$ cat config.mk
export PLATFORM = sky130hd
export DESIGN_NAME = partition_hot_reset_sequencer
export DESIGN_NICKNAME = d
export VERILOG_FILES = /design/src/hdl/hot_reset_pkg.sv /design/src/hdl/partition_hot_reset_sequencer.sv /design/src/hdl/sync2.sv
export VERILOG_INCLUDE_DIRS = /design/src /design/src/hdl
export SDC_FILE = /design/constraint.sdc
export NUM_CORES = 1
export LEC_CHECK = 0
export BUFFER_PORTS_ARGS = -buffer_cell sky130_fd_sc_hd__buf_2
export CAP_MARGIN = 40
export CORE_MARGIN = 8
export CORE_UTILIZATION = 58
export DETAILED_ROUTE_END_ITERATION = 8
export PLACE_DENSITY_LB_ADDON = 0.25
export SLEW_MARGIN = 10
export SYNTH_ARGS = -nofsm -noshare
export SYNTH_HDL_FRONTEND = slang
export SYNTH_SLANG_ARGS = --single-unit
$ cat constraint.sdc
create_clock -name SYS_CLK_IN -period 4.35 [get_ports SYS_CLK_IN]
set_clock_uncertainty 0.2 [all_clocks]
set_input_delay 0.435 -clock SYS_CLK_IN [delete_from_list [all_inputs] [get_ports SYS_CLK_IN]]
set_output_delay 0.435 -clock SYS_CLK_IN [all_outputs]
set_load 0.05 [all_outputs]
$ cat src/hdl/hot_reset_defs.svh
// constants for the partition hot reset sequencer
`ifndef HOT_RESET_DEFS_SVH
`define HOT_RESET_DEFS_SVH
`define NUM_DS 4
`define ADDR_CTRL 4'h0
`define ADDR_BRIDGE_CTRL 4'h4
`define ADDR_STAT 4'h8
`define ADDR_STICKY 4'hC
`define CTRL_LDHRD_BIT 0
`define CTRL_SWRST_BIT 1
`define BRIDGE_SEC_RESET_BIT 6
`define OKAY 2'h0
`define SLVERR 2'h2
`define SETTLE_NS 20
`define SETTLE_CYC (((`SETTLE_NS) + 4) / 5)
`endif

$ cat src/hdl/hot_reset_pkg.sv
// types for the partition hot reset sequencer
package hot_reset_pkg;
    typedef enum logic [2:0] {
        ST_RUN = 3'h0,
        ST_HOT = 3'h1,
        ST_HOLD = 3'h2,
        ST_TRAIN = 3'h3,
        ST_SBR = 3'h4,
        ST_SBR_HOLD = 3'h5
    } seq_state_type;
endpackage : hot_reset_pkg

$ cat src/hdl/partition_hot_reset_sequencer.sv
// partition hot reset and upstream secondary bus reset sequencer
// What this block does
// - hot reset from TS1, DL_Down, or control bit
// - upstream LTSSM to Hot Reset or Detect
// - linked-up downstream ports send hot-reset TS1
// - partition logic returned to initial state
// - disabled downstream link goes to Detect instead
// - non-sticky fields reset, sticky fields kept
// - stay in reset while trigger persists
// - after trigger clears, ports retrain, resume
// - disable bit blocks DL_Down hot reset
// - disabled: no LTSSM move, no reset steps
// - disabled link-down: peer-to-peer still forwarded
// - disabled link-down: non-downstream TLPs unsupported
// - disabled link-down: root-bound generated TLPs dropped
// - disabled link-down: downstream ASPM independent of upstream
// - disable bit never blocks TS1 hot reset
// - secondary bus reset starts on written one
// - first step: linked-up downstream ports send TS1
// - hold downstream idle until bit cleared
// - secondary-side TLPs unsupported during bus reset
`timescale 1ns/1ps
`include "hot_reset_defs.svh"
module partition_hot_reset_sequencer
    import hot_reset_pkg::*;
(
    input wire logic SYS_CLK_IN,
    input wire logic RESET_N_IN,
    input wire logic [3:0] S_AXI_AWADDR_IN,
    input wire logic S_AXI_AWVALID_IN,
    output logic S_AXI_AWREADY_OUT,
    input wire logic [31:0] S_AXI_WDATA_IN,
    input wire logic [3:0] S_AXI_WSTRB_IN,
    input wire logic S_AXI_WVALID_IN,
    output logic S_AXI_WREADY_OUT,
    output logic [1:0] S_AXI_BRESP_OUT,
    output logic S_AXI_BVALID_OUT,
    input wire logic S_AXI_BREADY_IN,
    input wire logic [3:0] S_AXI_ARADDR_IN,
    input wire logic S_AXI_ARVALID_IN,
    output logic S_AXI_ARREADY_OUT,
    output logic [31:0] S_AXI_RDATA_OUT,
    output logic [1:0] S_AXI_RRESP_OUT,
    output logic S_AXI_RVALID_OUT,
    input wire logic S_AXI_RREADY_IN,
    input wire logic US_HOT_RESET_TS1_IN,
    input wire logic US_DL_DOWN_IN,
    input wire logic [`NUM_DS-1:0] DS_LINK_UP_IN,
    input wire logic [`NUM_DS-1:0] DS_LINK_DISABLED_IN,
    output logic US_LTSSM_HOT_RESET_OUT,
    output logic US_LTSSM_DETECT_OUT,
    output logic [`NUM_DS-1:0] DS_SEND_HOT_RESET_TS1_OUT,
    output logic [`NUM_DS-1:0] DS_LTSSM_DETECT_OUT,
    output logic PARTITION_RESET_OUT,
    output logic DS_RESET_OUT,
    output logic LINK_TRAIN_OUT,
    output logic P2P_FORWARD_OUT,
    output logic NON_DS_TLP_UR_OUT,
    output logic DROP_ROOT_BOUND_OUT,
    output logic DS_ASPM_INDEPENDENT_OUT,
    output logic SEC_TLP_UR_OUT
);
    // ****************************************
    // pin input synchronisers
    // ****************************************
    logic [2*`NUM_DS+1:0] pin_sync;
    logic ts1_s, dl_down_s;
    logic [`NUM_DS-1:0] ds_up_s, ds_dis_s;
    sync2 #(.WIDTH(2*`NUM_DS+2)) u_sync (
        .clk_in(SYS_CLK_IN),
        .reset_n_in(RESET_N_IN),
        .d_in({US_HOT_RESET_TS1_IN, US_DL_DOWN_IN, DS_LINK_UP_IN, DS_LINK_DISABLED_IN}),
        .q_out(pin_sync)
    );
    assign {ts1_s, dl_down_s, ds_up_s, ds_dis_s} = pin_sync;

    // ****************************************
    // register bus
    // ****************************************
    // link_down_hot_reset_disable and the sticky word survive hot reset
    logic ldhrd_r, ldhrd_nxt, swrst_r, swrst_nxt, sbr_r, sbr_nxt;
    logic [31:0] sticky_r, sticky_nxt, w_data_r, w_data_nxt, rdata_r, rdata_nxt;
    logic aw_ok_r, aw_ok_nxt, w_ok_r, w_ok_nxt, bvalid_r, bvalid_nxt;
    logic rvalid_r, rvalid_nxt, arready_r, arready_nxt;
    logic [3:0] aw_addr_r, aw_addr_nxt;
    logic [1:0] bresp_r, bresp_nxt, rresp_r, rresp_nxt;
    seq_state_type state_r, state_nxt;
    logic part_rst;
    logic [31:0] status_word;

    always_comb begin
        ldhrd_nxt = ldhrd_r;
        swrst_nxt = swrst_r;
        sbr_nxt = sbr_r;
        sticky_nxt = sticky_r;
        aw_ok_nxt = aw_ok_r;
        aw_addr_nxt = aw_addr_r;
        w_ok_nxt = w_ok_r;
        w_data_nxt = w_data_r;
        bvalid_nxt = bvalid_r;
        bresp_nxt = bresp_r;
        rvalid_nxt = rvalid_r;
        rresp_nxt = rresp_r;
        rdata_nxt = rdata_r;
        arready_nxt = 1'b0;
        if (S_AXI_AWVALID_IN && !aw_ok_r && !bvalid_r) begin
            aw_ok_nxt = 1'b1;
            aw_addr_nxt = S_AXI_AWADDR_IN;
        end
        if (S_AXI_WVALID_IN && !w_ok_r && !bvalid_r) begin
            w_ok_nxt = 1'b1;
            w_data_nxt = S_AXI_WDATA_IN;
        end
        if (aw_ok_r && w_ok_r) begin
            aw_ok_nxt = 1'b0;
            w_ok_nxt = 1'b0;
            bvalid_nxt = 1'b1;
            bresp_nxt = `OKAY;
            case (aw_addr_r)
                `ADDR_CTRL: begin
                    ldhrd_nxt = w_data_r[`CTRL_LDHRD_BIT];
                    swrst_nxt = w_data_r[`CTRL_SWRST_BIT];
                end
                // write of one starts bus reset
                `ADDR_BRIDGE_CTRL: sbr_nxt = w_data_r[`BRIDGE_SEC_RESET_BIT];
                `ADDR_STAT: bresp_nxt = `OKAY;
                `ADDR_STICKY: sticky_nxt = w_data_r;
                default: bresp_nxt = `SLVERR;
            endcase
        end
        if (bvalid_r && S_AXI_BREADY_IN) begin
            bvalid_nxt = 1'b0;
        end
        if (S_AXI_ARVALID_IN && !arready_r && !rvalid_r) begin
            arready_nxt = 1'b1;
            rvalid_nxt = 1'b1;
            rresp_nxt = `OKAY;
            case (S_AXI_ARADDR_IN)
                `ADDR_CTRL: rdata_nxt = {30'h0, swrst_r, ldhrd_r};
                `ADDR_BRIDGE_CTRL: rdata_nxt = 32'(sbr_r) << `BRIDGE_SEC_RESET_BIT;
                `ADDR_STAT: rdata_nxt = status_word;
                `ADDR_STICKY: rdata_nxt = sticky_r;
                default: begin
                    rdata_nxt = 32'h0;
                    rresp_nxt = `SLVERR;
                end
            endcase
        end
        if (rvalid_r && S_AXI_RREADY_IN) begin
            rvalid_nxt = 1'b0;
        end
        // non-sticky state back to reset value
        if (part_rst) begin
            swrst_nxt = 1'b0;
            sbr_nxt = 1'b0;
        end
    end

    always_ff @(posedge SYS_CLK_IN or negedge RESET_N_IN) begin
        if (!RESET_N_IN) begin
            ldhrd_r <= 1'b0;
            swrst_r <= 1'b0;
            sbr_r <= 1'b0;
            sticky_r <= 32'h0;
            aw_ok_r <= 1'b0;
            aw_addr_r <= 4'h0;
            w_ok_r <= 1'b0;
            w_data_r <= 32'h0;
            bvalid_r <= 1'b0;
            bresp_r <= 2'h0;
            rvalid_r <= 1'b0;
            rresp_r <= 2'h0;
            rdata_r <= 32'h0;
            arready_r <= 1'b0;
        end else begin
            ldhrd_r <= ldhrd_nxt;
            swrst_r <= swrst_nxt;
            sbr_r <= sbr_nxt;
            sticky_r <= sticky_nxt;
            aw_ok_r <= aw_ok_nxt;
            aw_addr_r <= aw_addr_nxt;
            w_ok_r <= w_ok_nxt;
            w_data_r <= w_data_nxt;
            bvalid_r <= bvalid_nxt;
            bresp_r <= bresp_nxt;
            rvalid_r <= rvalid_nxt;
            rresp_r <= rresp_nxt;
            rdata_r <= rdata_nxt;
            arready_r <= arready_nxt;
        end
    end

    assign S_AXI_AWREADY_OUT = aw_ok_r;
    assign S_AXI_WREADY_OUT = w_ok_r;
    assign S_AXI_BVALID_OUT = bvalid_r;
    assign S_AXI_BRESP_OUT = bresp_r;
    assign S_AXI_ARREADY_OUT = arready_r;
    assign S_AXI_RVALID_OUT = rvalid_r;
    assign S_AXI_RRESP_OUT = rresp_r;
    assign S_AXI_RDATA_OUT = rdata_r;

    // ****************************************
    // reset sequencer
    // ****************************************
    logic dl_trig, trig;
    logic by_ts1_r, by_ts1_nxt, us_hr_r, us_hr_nxt, us_det_r, us_det_nxt;
    logic prst_r, prst_nxt, dsrst_r, dsrst_nxt, train_r, train_nxt;
    logic lddis_r, lddis_nxt, sec_ur_r, sec_ur_nxt;
    logic [2:0] cnt_r, cnt_nxt;
    logic [`NUM_DS-1:0] ds_ts1_r, ds_ts1_nxt, ds_det_r, ds_det_nxt;

    // disable bit masks only the DL_Down path
    assign dl_trig = dl_down_s && !ldhrd_r;
    // any of three sources; ts1 never masked
    assign trig = ts1_s || dl_trig || swrst_r;
    assign part_rst = prst_r;
    assign status_word = {24'h0, lddis_r, train_r, dsrst_r, prst_r, 1'b0, state_r};

    always_comb begin
        state_nxt = state_r;
        by_ts1_nxt = by_ts1_r;
        cnt_nxt = cnt_r;
        ds_ts1_nxt = '0;
        ds_det_nxt = '0;
        us_hr_nxt = 1'b0;
        us_det_nxt = 1'b0;
        prst_nxt = 1'b0;
        dsrst_nxt = 1'b0;
        train_nxt = 1'b0;
        case (state_r)
            ST_RUN: begin
                if (trig) begin
                    state_nxt = ST_HOT;
                    by_ts1_nxt = ts1_s;
                end else if (sbr_r) begin
                    state_nxt = ST_SBR;
                end
            end
            ST_HOT, ST_HOLD: begin
                // Hot Reset for ts1 trigger, else Detect
                us_hr_nxt = by_ts1_r;
                us_det_nxt = !by_ts1_r;
                ds_ts1_nxt = ds_up_s & ~ds_dis_s;
                // disabled links go to Detect instead
                ds_det_nxt = ds_dis_s;
                prst_nxt = 1'b1;
                state_nxt = ST_HOLD;
                if (!trig) begin
                    state_nxt = ST_TRAIN;
                    cnt_nxt = 3'(`SETTLE_CYC);
                end
            end
            ST_TRAIN: begin
                train_nxt = 1'b1;
                cnt_nxt = cnt_r - 3'h1;
                if (cnt_r == 3'h1) begin
                    state_nxt = ST_RUN;
                end
            end
            ST_SBR: begin
                // first step: hot reset on linked-up ports
                ds_ts1_nxt = ds_up_s & ~ds_dis_s;
                ds_det_nxt = ds_dis_s;
                dsrst_nxt = 1'b1;
                state_nxt = ST_SBR_HOLD;
            end
            ST_SBR_HOLD: begin
                // idle until software clears the bit
                dsrst_nxt = 1'b1;
                ds_ts1_nxt = ds_up_s & ~ds_dis_s;
                if (trig) begin
                    state_nxt = ST_HOT;
                    by_ts1_nxt = ts1_s;
                end else if (!sbr_r) begin
                    state_nxt = ST_TRAIN;
                    cnt_nxt = 3'(`SETTLE_CYC);
                end
            end
            default: state_nxt = ST_RUN;
        endcase
        // link-down with reset disabled: no reset steps
        lddis_nxt = dl_down_s && ldhrd_r;
        // secondary side unsupported during bus reset
        sec_ur_nxt = sbr_r || dsrst_nxt;
    end

    always_ff @(posedge SYS_CLK_IN or negedge RESET_N_IN) begin
        if (!RESET_N_IN) begin
            state_r <= ST_RUN;
            by_ts1_r <= 1'b0;
            cnt_r <= 3'h0;
            ds_ts1_r <= '0;
            ds_det_r <= '0;
            us_hr_r <= 1'b0;
            us_det_r <= 1'b0;
            prst_r <= 1'b0;
            dsrst_r <= 1'b0;
            train_r <= 1'b0;
            lddis_r <= 1'b0;
            sec_ur_r <= 1'b0;
        end else begin
            state_r <= state_nxt;
            by_ts1_r <= by_ts1_nxt;
            cnt_r <= cnt_nxt;
            ds_ts1_r <= ds_ts1_nxt;
            ds_det_r <= ds_det_nxt;
            us_hr_r <= us_hr_nxt;
            us_det_r <= us_det_nxt;
            prst_r <= prst_nxt;
            dsrst_r <= dsrst_nxt;
            train_r <= train_nxt;
            lddis_r <= lddis_nxt;
            sec_ur_r <= sec_ur_nxt;
        end
    end

    assign US_LTSSM_HOT_RESET_OUT = us_hr_r;
    assign US_LTSSM_DETECT_OUT = us_det_r;
    assign DS_SEND_HOT_RESET_TS1_OUT = ds_ts1_r;
    assign DS_LTSSM_DETECT_OUT = ds_det_r;
    assign PARTITION_RESET_OUT = prst_r;
    assign DS_RESET_OUT = dsrst_r;
    assign LINK_TRAIN_OUT = train_r;
    // peer-to-peer keeps flowing when upstream absent
    assign P2P_FORWARD_OUT = lddis_r;
    assign NON_DS_TLP_UR_OUT = lddis_r;
    assign DROP_ROOT_BOUND_OUT = lddis_r;
    assign DS_ASPM_INDEPENDENT_OUT = lddis_r;
    assign SEC_TLP_UR_OUT = sec_ur_r;
endmodule : partition_hot_reset_sequencer

$ cat src/hdl/sync2.sv
// two-flop synchroniser for pin inputs
`timescale 1ns/1ps
module sync2 #(
    parameter int WIDTH = 1
) (
    input wire logic clk_in,
    input wire logic reset_n_in,
    input wire logic [WIDTH-1:0] d_in,
    output logic [WIDTH-1:0] q_out
);
    logic [WIDTH-1:0] meta_r;
    logic [WIDTH-1:0] q_r;
    always_ff @(posedge clk_in or negedge reset_n_in) begin
        if (!reset_n_in) begin
            meta_r <= '0;
            q_r <= '0;
        end else begin
            meta_r <= d_in;
            q_r <= meta_r;
        end
    end
    assign q_out = q_r;
endmodule : sync2

# --- Word level (Yosys, flattened, before mapping) ---
# Cells that the tools add are included.
word_totals:
  regBits: 154
  input_bits: 61
  output_inout_bits: 59
  wordCells: 131
classes:
  n_addsub: 1
  eq_ne: 18
  mux: 36
  bitwise_logic: 2
  reduce_logical: 46
ops:
  columns: ["operator", "count"]
  rows:
  - ["32-bit one-hot mux with 4 select lines", 1]
  - ["3-bit two-way mux", 8]
  - ["1-bit two-way mux", 21]
  - ["4-bit equality test, second input constant", 4]
  - ["3-bit one-hot mux with 5 select lines", 1]
  - ["2-bit nonzero test", 7]
  - ["4-bit OR reduction", 3]
  - ["1-bit logical AND", 11]
  - ["2-bit AND reduction", 5]
  - ["3-bit one-hot mux with 3 select lines", 1]
  - ["4-bit by 3-bit equality test with 1-bit output, second input constant", 2]
  - ["4-bit logical NOT", 2]
  - ["4-bit two-way mux", 2]
  - ["2-bit != test, second input constant", 4]
  - ["1-bit logical NOT", 7]
  - ["3-bit by 1-bit equality test with 1-bit output, second input constant", 2]
  - ["3-bit by 2-bit equality test with 1-bit output, second input constant", 2]
  - ["3-bit equality test, second input constant", 2]
  - ["3-bit != test, second input constant", 2]
  - ["2-bit OR reduction", 3]
  - ["4-bit bitwise AND", 1]
  - ["2-bit two-way mux", 2]
  - ["4-bit NOT", 1]
  - ["4-bit AND reduction", 1]
  - ["6 further kinds", 8]

# --- Longest topological paths before layout ---
logic_depth:
  word_depth: 6
  depth_mapped: 7
  mapped_depth_nobuf: 6

# --- Cells and area by module ---
# From an unflattened synthesis, not the netlist that was laid out.
hier_totals:
  hier_cells: 377
  hier_area_um2: 5769.3
modules_own_cells:
  columns: ["module", "n_inst", "cells_per_inst", "area_each_um2", "seq_area_each_um2"]
  rows:
  - ["partition_hot_reset_sequencer", 1, 357, 5268.8, 3303.2]
  - ["sync2", 1, 20, 500.5, 500.5]

# --- Worst setup path before layout ---
# No wires, ideal clock.
synth_path:
  path_kind: "register to register"
  startpoint: "register w_ok_r, in the netlist S_AXI_WREADY_OUT"
  endpoint: "register sticky_r[10]"
  setup_ps: 125
  arrival_time_ps: 1732
  t_required_ps: 4025
  path_slack_ps: 2293
  path_stages_with_launch: 6
  n_path_buf: 2
  synth_period_minus_slack_ps: 2057
  cell_sequence: "dfrtp_1 and4bb_4 and3_4 buf_12 buf_12 mux2_4"
synth_between:
  elab_chain_len: 2
synth_lines:
  columns: ["element", "line_no", "source"]
  rows:
  - ["start, declared", "partition_hot_reset_sequencer.sv:83", "logic aw_ok_r, aw_ok_nxt, w_ok_r, w_ok_nxt, bvalid_r, bvalid_nxt;"]
  - ["start signal, assigned", "partition_hot_reset_sequencer.sv:182", "w_ok_r <= w_ok_nxt;"]
  - ["1-bit logical AND", "partition_hot_reset_sequencer.sv:114", "if (aw_ok_r && w_ok_r) begin"]
  - ["2-bit AND reduction (no line)", null, null]
  - ["end signal, assigned", "partition_hot_reset_sequencer.sv:179", "sticky_r <= sticky_nxt;"]
  - ["end, declared", "partition_hot_reset_sequencer.sv:82", "logic [31:0] sticky_r, sticky_nxt, w_data_r, w_data_nxt, rdata_r, rdata_nxt;"]
# No other way between the ends.
# A chain may end at the register's enable or synchronous reset.

# --- Worst setup path in the final report ---
layout_path:
  startpoint: "register w_ok_r, in the netlist S_AXI_WREADY_OUT"
  endpoint: "register sticky_r[0]"
# Same word-level chain as after synthesis.

==> run_results.csv <==
group,metric,value,unit
setup_path,crit_family,"simple AND/OR/NAND/NOR gates",
layout,final_nets,609,
timing,tightest_slew,0.780,ns
setup_path,path_class,"flip-flop to flip-flop",
detailed_routing,first_pass_iters,4,
setup_path,critPathMaxStageDelay,0.63,ns
min_path,min_path_type,"primary input to flip-flop",
global_route,grt_pass1_vias,4079,
yosys,avgSynthCellArea,15.3,um^2
detailed_routing,met3_length,901,um
detailed_routing,ant_nets,0,
setup_path,r2r-start,"S_AXI_WREADY_OUT",
detailed_routing,dr_total_vias,3630,
setup_path,crit_required,4.55,ns
detailed_routing,routed.top_layer,"met4",
detailed_routing,wire_per_inst,18.6,um
placed_design,hpwl,7870,um
setup_path,crit_chain,"and4bb_4 > and3_4 > mux2_2",
setup_path,cp_slowest_cell,"and3_4",
power,p_per_area,669,nW/um^2
clock_tree,postCtsHoldBufs,50,
setup_path,path_max_fanout,32,
global_route,overflow,0,
yosys,synthesis.area,5800,um^2
run,maxCapViolCount,0,
detailed_routing,wl_met2,6460,um
setup_path,critPathLaunchType,"flip-flop",
yosys,async_flop_share,1.00,
floorplanning,initial_core_util,0.597,
global_route,grt_start_max_net_pins,90,
min_path,hold_path.startpoint,"S_AXI_ARADDR_IN[0]",
timing,setup_ws,2.21,ns
yosys,synth_edf_count,0,
detailed_routing,drc,0,
yosys,ys.flop_type,"dfrtp_1",
global_route,grt_use_total,0.205,
floorplanning,coreArea,9730,um^2
min_path,min_path_cells,4,
floorplanning,die_h,116,um
clock_tree,postCtsSetupBuffers,0,
clock_tree,root_buffer,"clkbuf_8",
floorplanning,ios,120,
clock_tree,clock_sinks,152,
setup_path,reg2regPathDepth,3,
clock_tree,clock_latency,0.52,ns
yosys,seq_area_frac_synth,0.655,
clock_tree,clock_path_buffers,2,
power,cellLeakagePower,3.72,nW
timing,slew_headroom,0.480,
yosys,ys_seq_elements,152,
clock_tree,numCtsBuffers,17,
yosys,synth_warnings,0,
setup_path,cp_num_buf_inv,0,
detailed_routing,drtIter0Drc,227,
layout,finalInstanceArea,7580,um^2
floorplanning,die_width,116,um
detailed_routing,wl,12900,um
clock_tree,cts-resized-gates,0,
setup_path,cp_num_cells,3,
global_route,antenna_found_initial,0,
run_status,outcome,"completed",
layout,diodes,0,
layout,syn2layout_area_growth,30.7,%
layout,final_layout_size_suffix_gt1_frac,0.411,
power,total_power,5.07,mW
placed_design,post-place-ws,2.22,ns
timing,fin_tns_setup,0,ns
setup_path,end_kind,"flip-flop",
yosys,synth_cell_types,43,
setup_path,reg2reg_slack,2.21,ns
timing,rsz0062_at_grt,"no",
detailed_routing,wl_met1,5330,um
global_route,grt_pass1_wl,20900,um
clock_tree,cts_tree,"done",
timing,finalMaxSlewViolations,0,
min_path,min_to,"S_AXI_RDATA_OUT[6]",
setup_path,rr_endpoint,"sticky_r[0]",
placed_design,gp_congestion,0.848,
clock_tree,clk_pin_slew,0.06,ns
timing,min_period_over_period,0.492,
timing,layout_min_cycle_time,2.14,ns
floorplanning,die-area,13500,um^2
timing,hold_viol,0,
setup_path,critical_path_arrival,2.34,ns
clock_tree,cts_max_level,4,
timing,setup_viol,0,
timing,fmax,0.467,GHz
placed_design,dpl_cell_area,6410,um^2
power,ir_drop,0.525,mV
floorplanning,fp-row-count,36,
detailed_routing,viasPerCell,5.25,
placed_design,io_buffers,113,
yosys,synthCells,380,
-- cell type report --
type                            instances  area (um^2)
Clock buffer                           18          428
Timing Repair Buffer                  167         1100
Fill cell                             583         2150
Sequential cell                       152         3800
Inverter                               10         37.5
Tap cell                              133          166
Multi-Input combinational cell        198         1800
Clock inverter                         14          246
-- state kept, by name, summed over array words and instances, names as in the netlist, 3 cells and up --
| name | flops |
|---|---|
| S_AXI_RDATA_OUT | 32 |
| sticky_r | 32 |
| cnt_r | 3 |
| aw_addr_r | 4 |
| state_r | 3 |
| u_sync.meta_r | 10 |
| w_data_r | 32 |
| u_sync.q_out | 10 |
| DS_SEND_HOT_RESET_TS1_OUT | 4 |
| DS_LTSSM_DETECT_OUT | 4 |
-- worst max-delay path by stage --
stage | endpoint | slack, ns | startpoint
final | sticky_r[0] | 2.21 | S_AXI_WREADY_OUT
after floorplan | sticky_r[10] | 2.29 | S_AXI_WREADY_OUT
after global placement | sticky_r[0] | 2.23 | S_AXI_WREADY_OUT
after detailed placement | sticky_r[1] | 2.22 | S_AXI_WREADY_OUT
after CTS | sticky_r[1] | 2.21 | S_AXI_WREADY_OUT
after global routing | sticky_r[0] | 2.14 | S_AXI_WREADY_OUT
-- worst min-delay path, cell delays in order --
cell and delay [ns]:
buf_2 0.07, nor2_1 0.06, nand2_1 0.13, o21ai_0 0.08
-- metal layers --
metal | track usage | vias to the layer above
li1 | - | 1661
met1 | 0.242 | 1840
met2 | 0.345 | 113
met3 | 0.0724 | 16
met4 | 0.0640 | 0
met5 | 0 | -
-- placed cells by master (no fill, tap or decap), types with 3 or more instances in the layout --
cell,instances
inv_1,9
dfrtp_1,152
mux2i_1,7
o21ai_0,10
nor2_1,17
buf_2,112
clkinvlp_4,3
mux2_2,43
nand2b_1,3
nand2_1,14
bufinv_16,6
clkinv_4,4
mux2_4,30
a22oi_1,3
and2_1,6
nor3b_1,5
clkbuf_16,16
dlygate4sd3_1,50
buf_4,4
a22o_1,26
-- Yosys cell counts, types with 3 or more instances --
master	instances	area, um^2
a22o_1	26	228
a22oi_1	3	22.5
and2_1	6	37.5
buf_12	4	80.1
buf_2	9	45.0
buf_4	5	37.5
clkbuf_1	3	11.3
dfrtp_1	152	3800
inv_1	9	33.8
mux2_2	43	484
mux2_4	30	450
mux2i_1	7	70.1
nand2_1	14	52.6
nand2b_1	3	18.8
nor2_1	17	63.8
nor3b_1	5	37.5
o21ai_0	10	50.1
-- cells by family after synthesis --
kind of cell             Yosys count  synth area share
AO/OA/AOI/OAI                     49            0.0645
XOR/XNOR                           3           0.00453
adder cells (fa/ha/maj)            3           0.00604
buffers and inverters             31            0.0364
flip-flops                       152             0.655
multiplexers                      80             0.173
other                              1          0.000646
AND/OR/NAND/NOR                   61            0.0595
-- metrics by stage --
stage	hold WS [ns]	std cells	util
CTS	0.0903	692	0.779
global placement	0.132	610	0.659
global route	0.122	692	0.779
detailed placement	0.135	610	0.659
floorplan	-0.0606	381	-
finish	0.107	692	0.779
-- power breakdown --
part | switching [mW] | internal [mW] | leakage, nW
combinational | 0.746 | 0.584 | 1.47
clock | 0.577 | 1.07 | 0.318
sequential | 0.285 | 1.81 | 1.93
No activity file was read; power rests on OpenSTA's default activity.
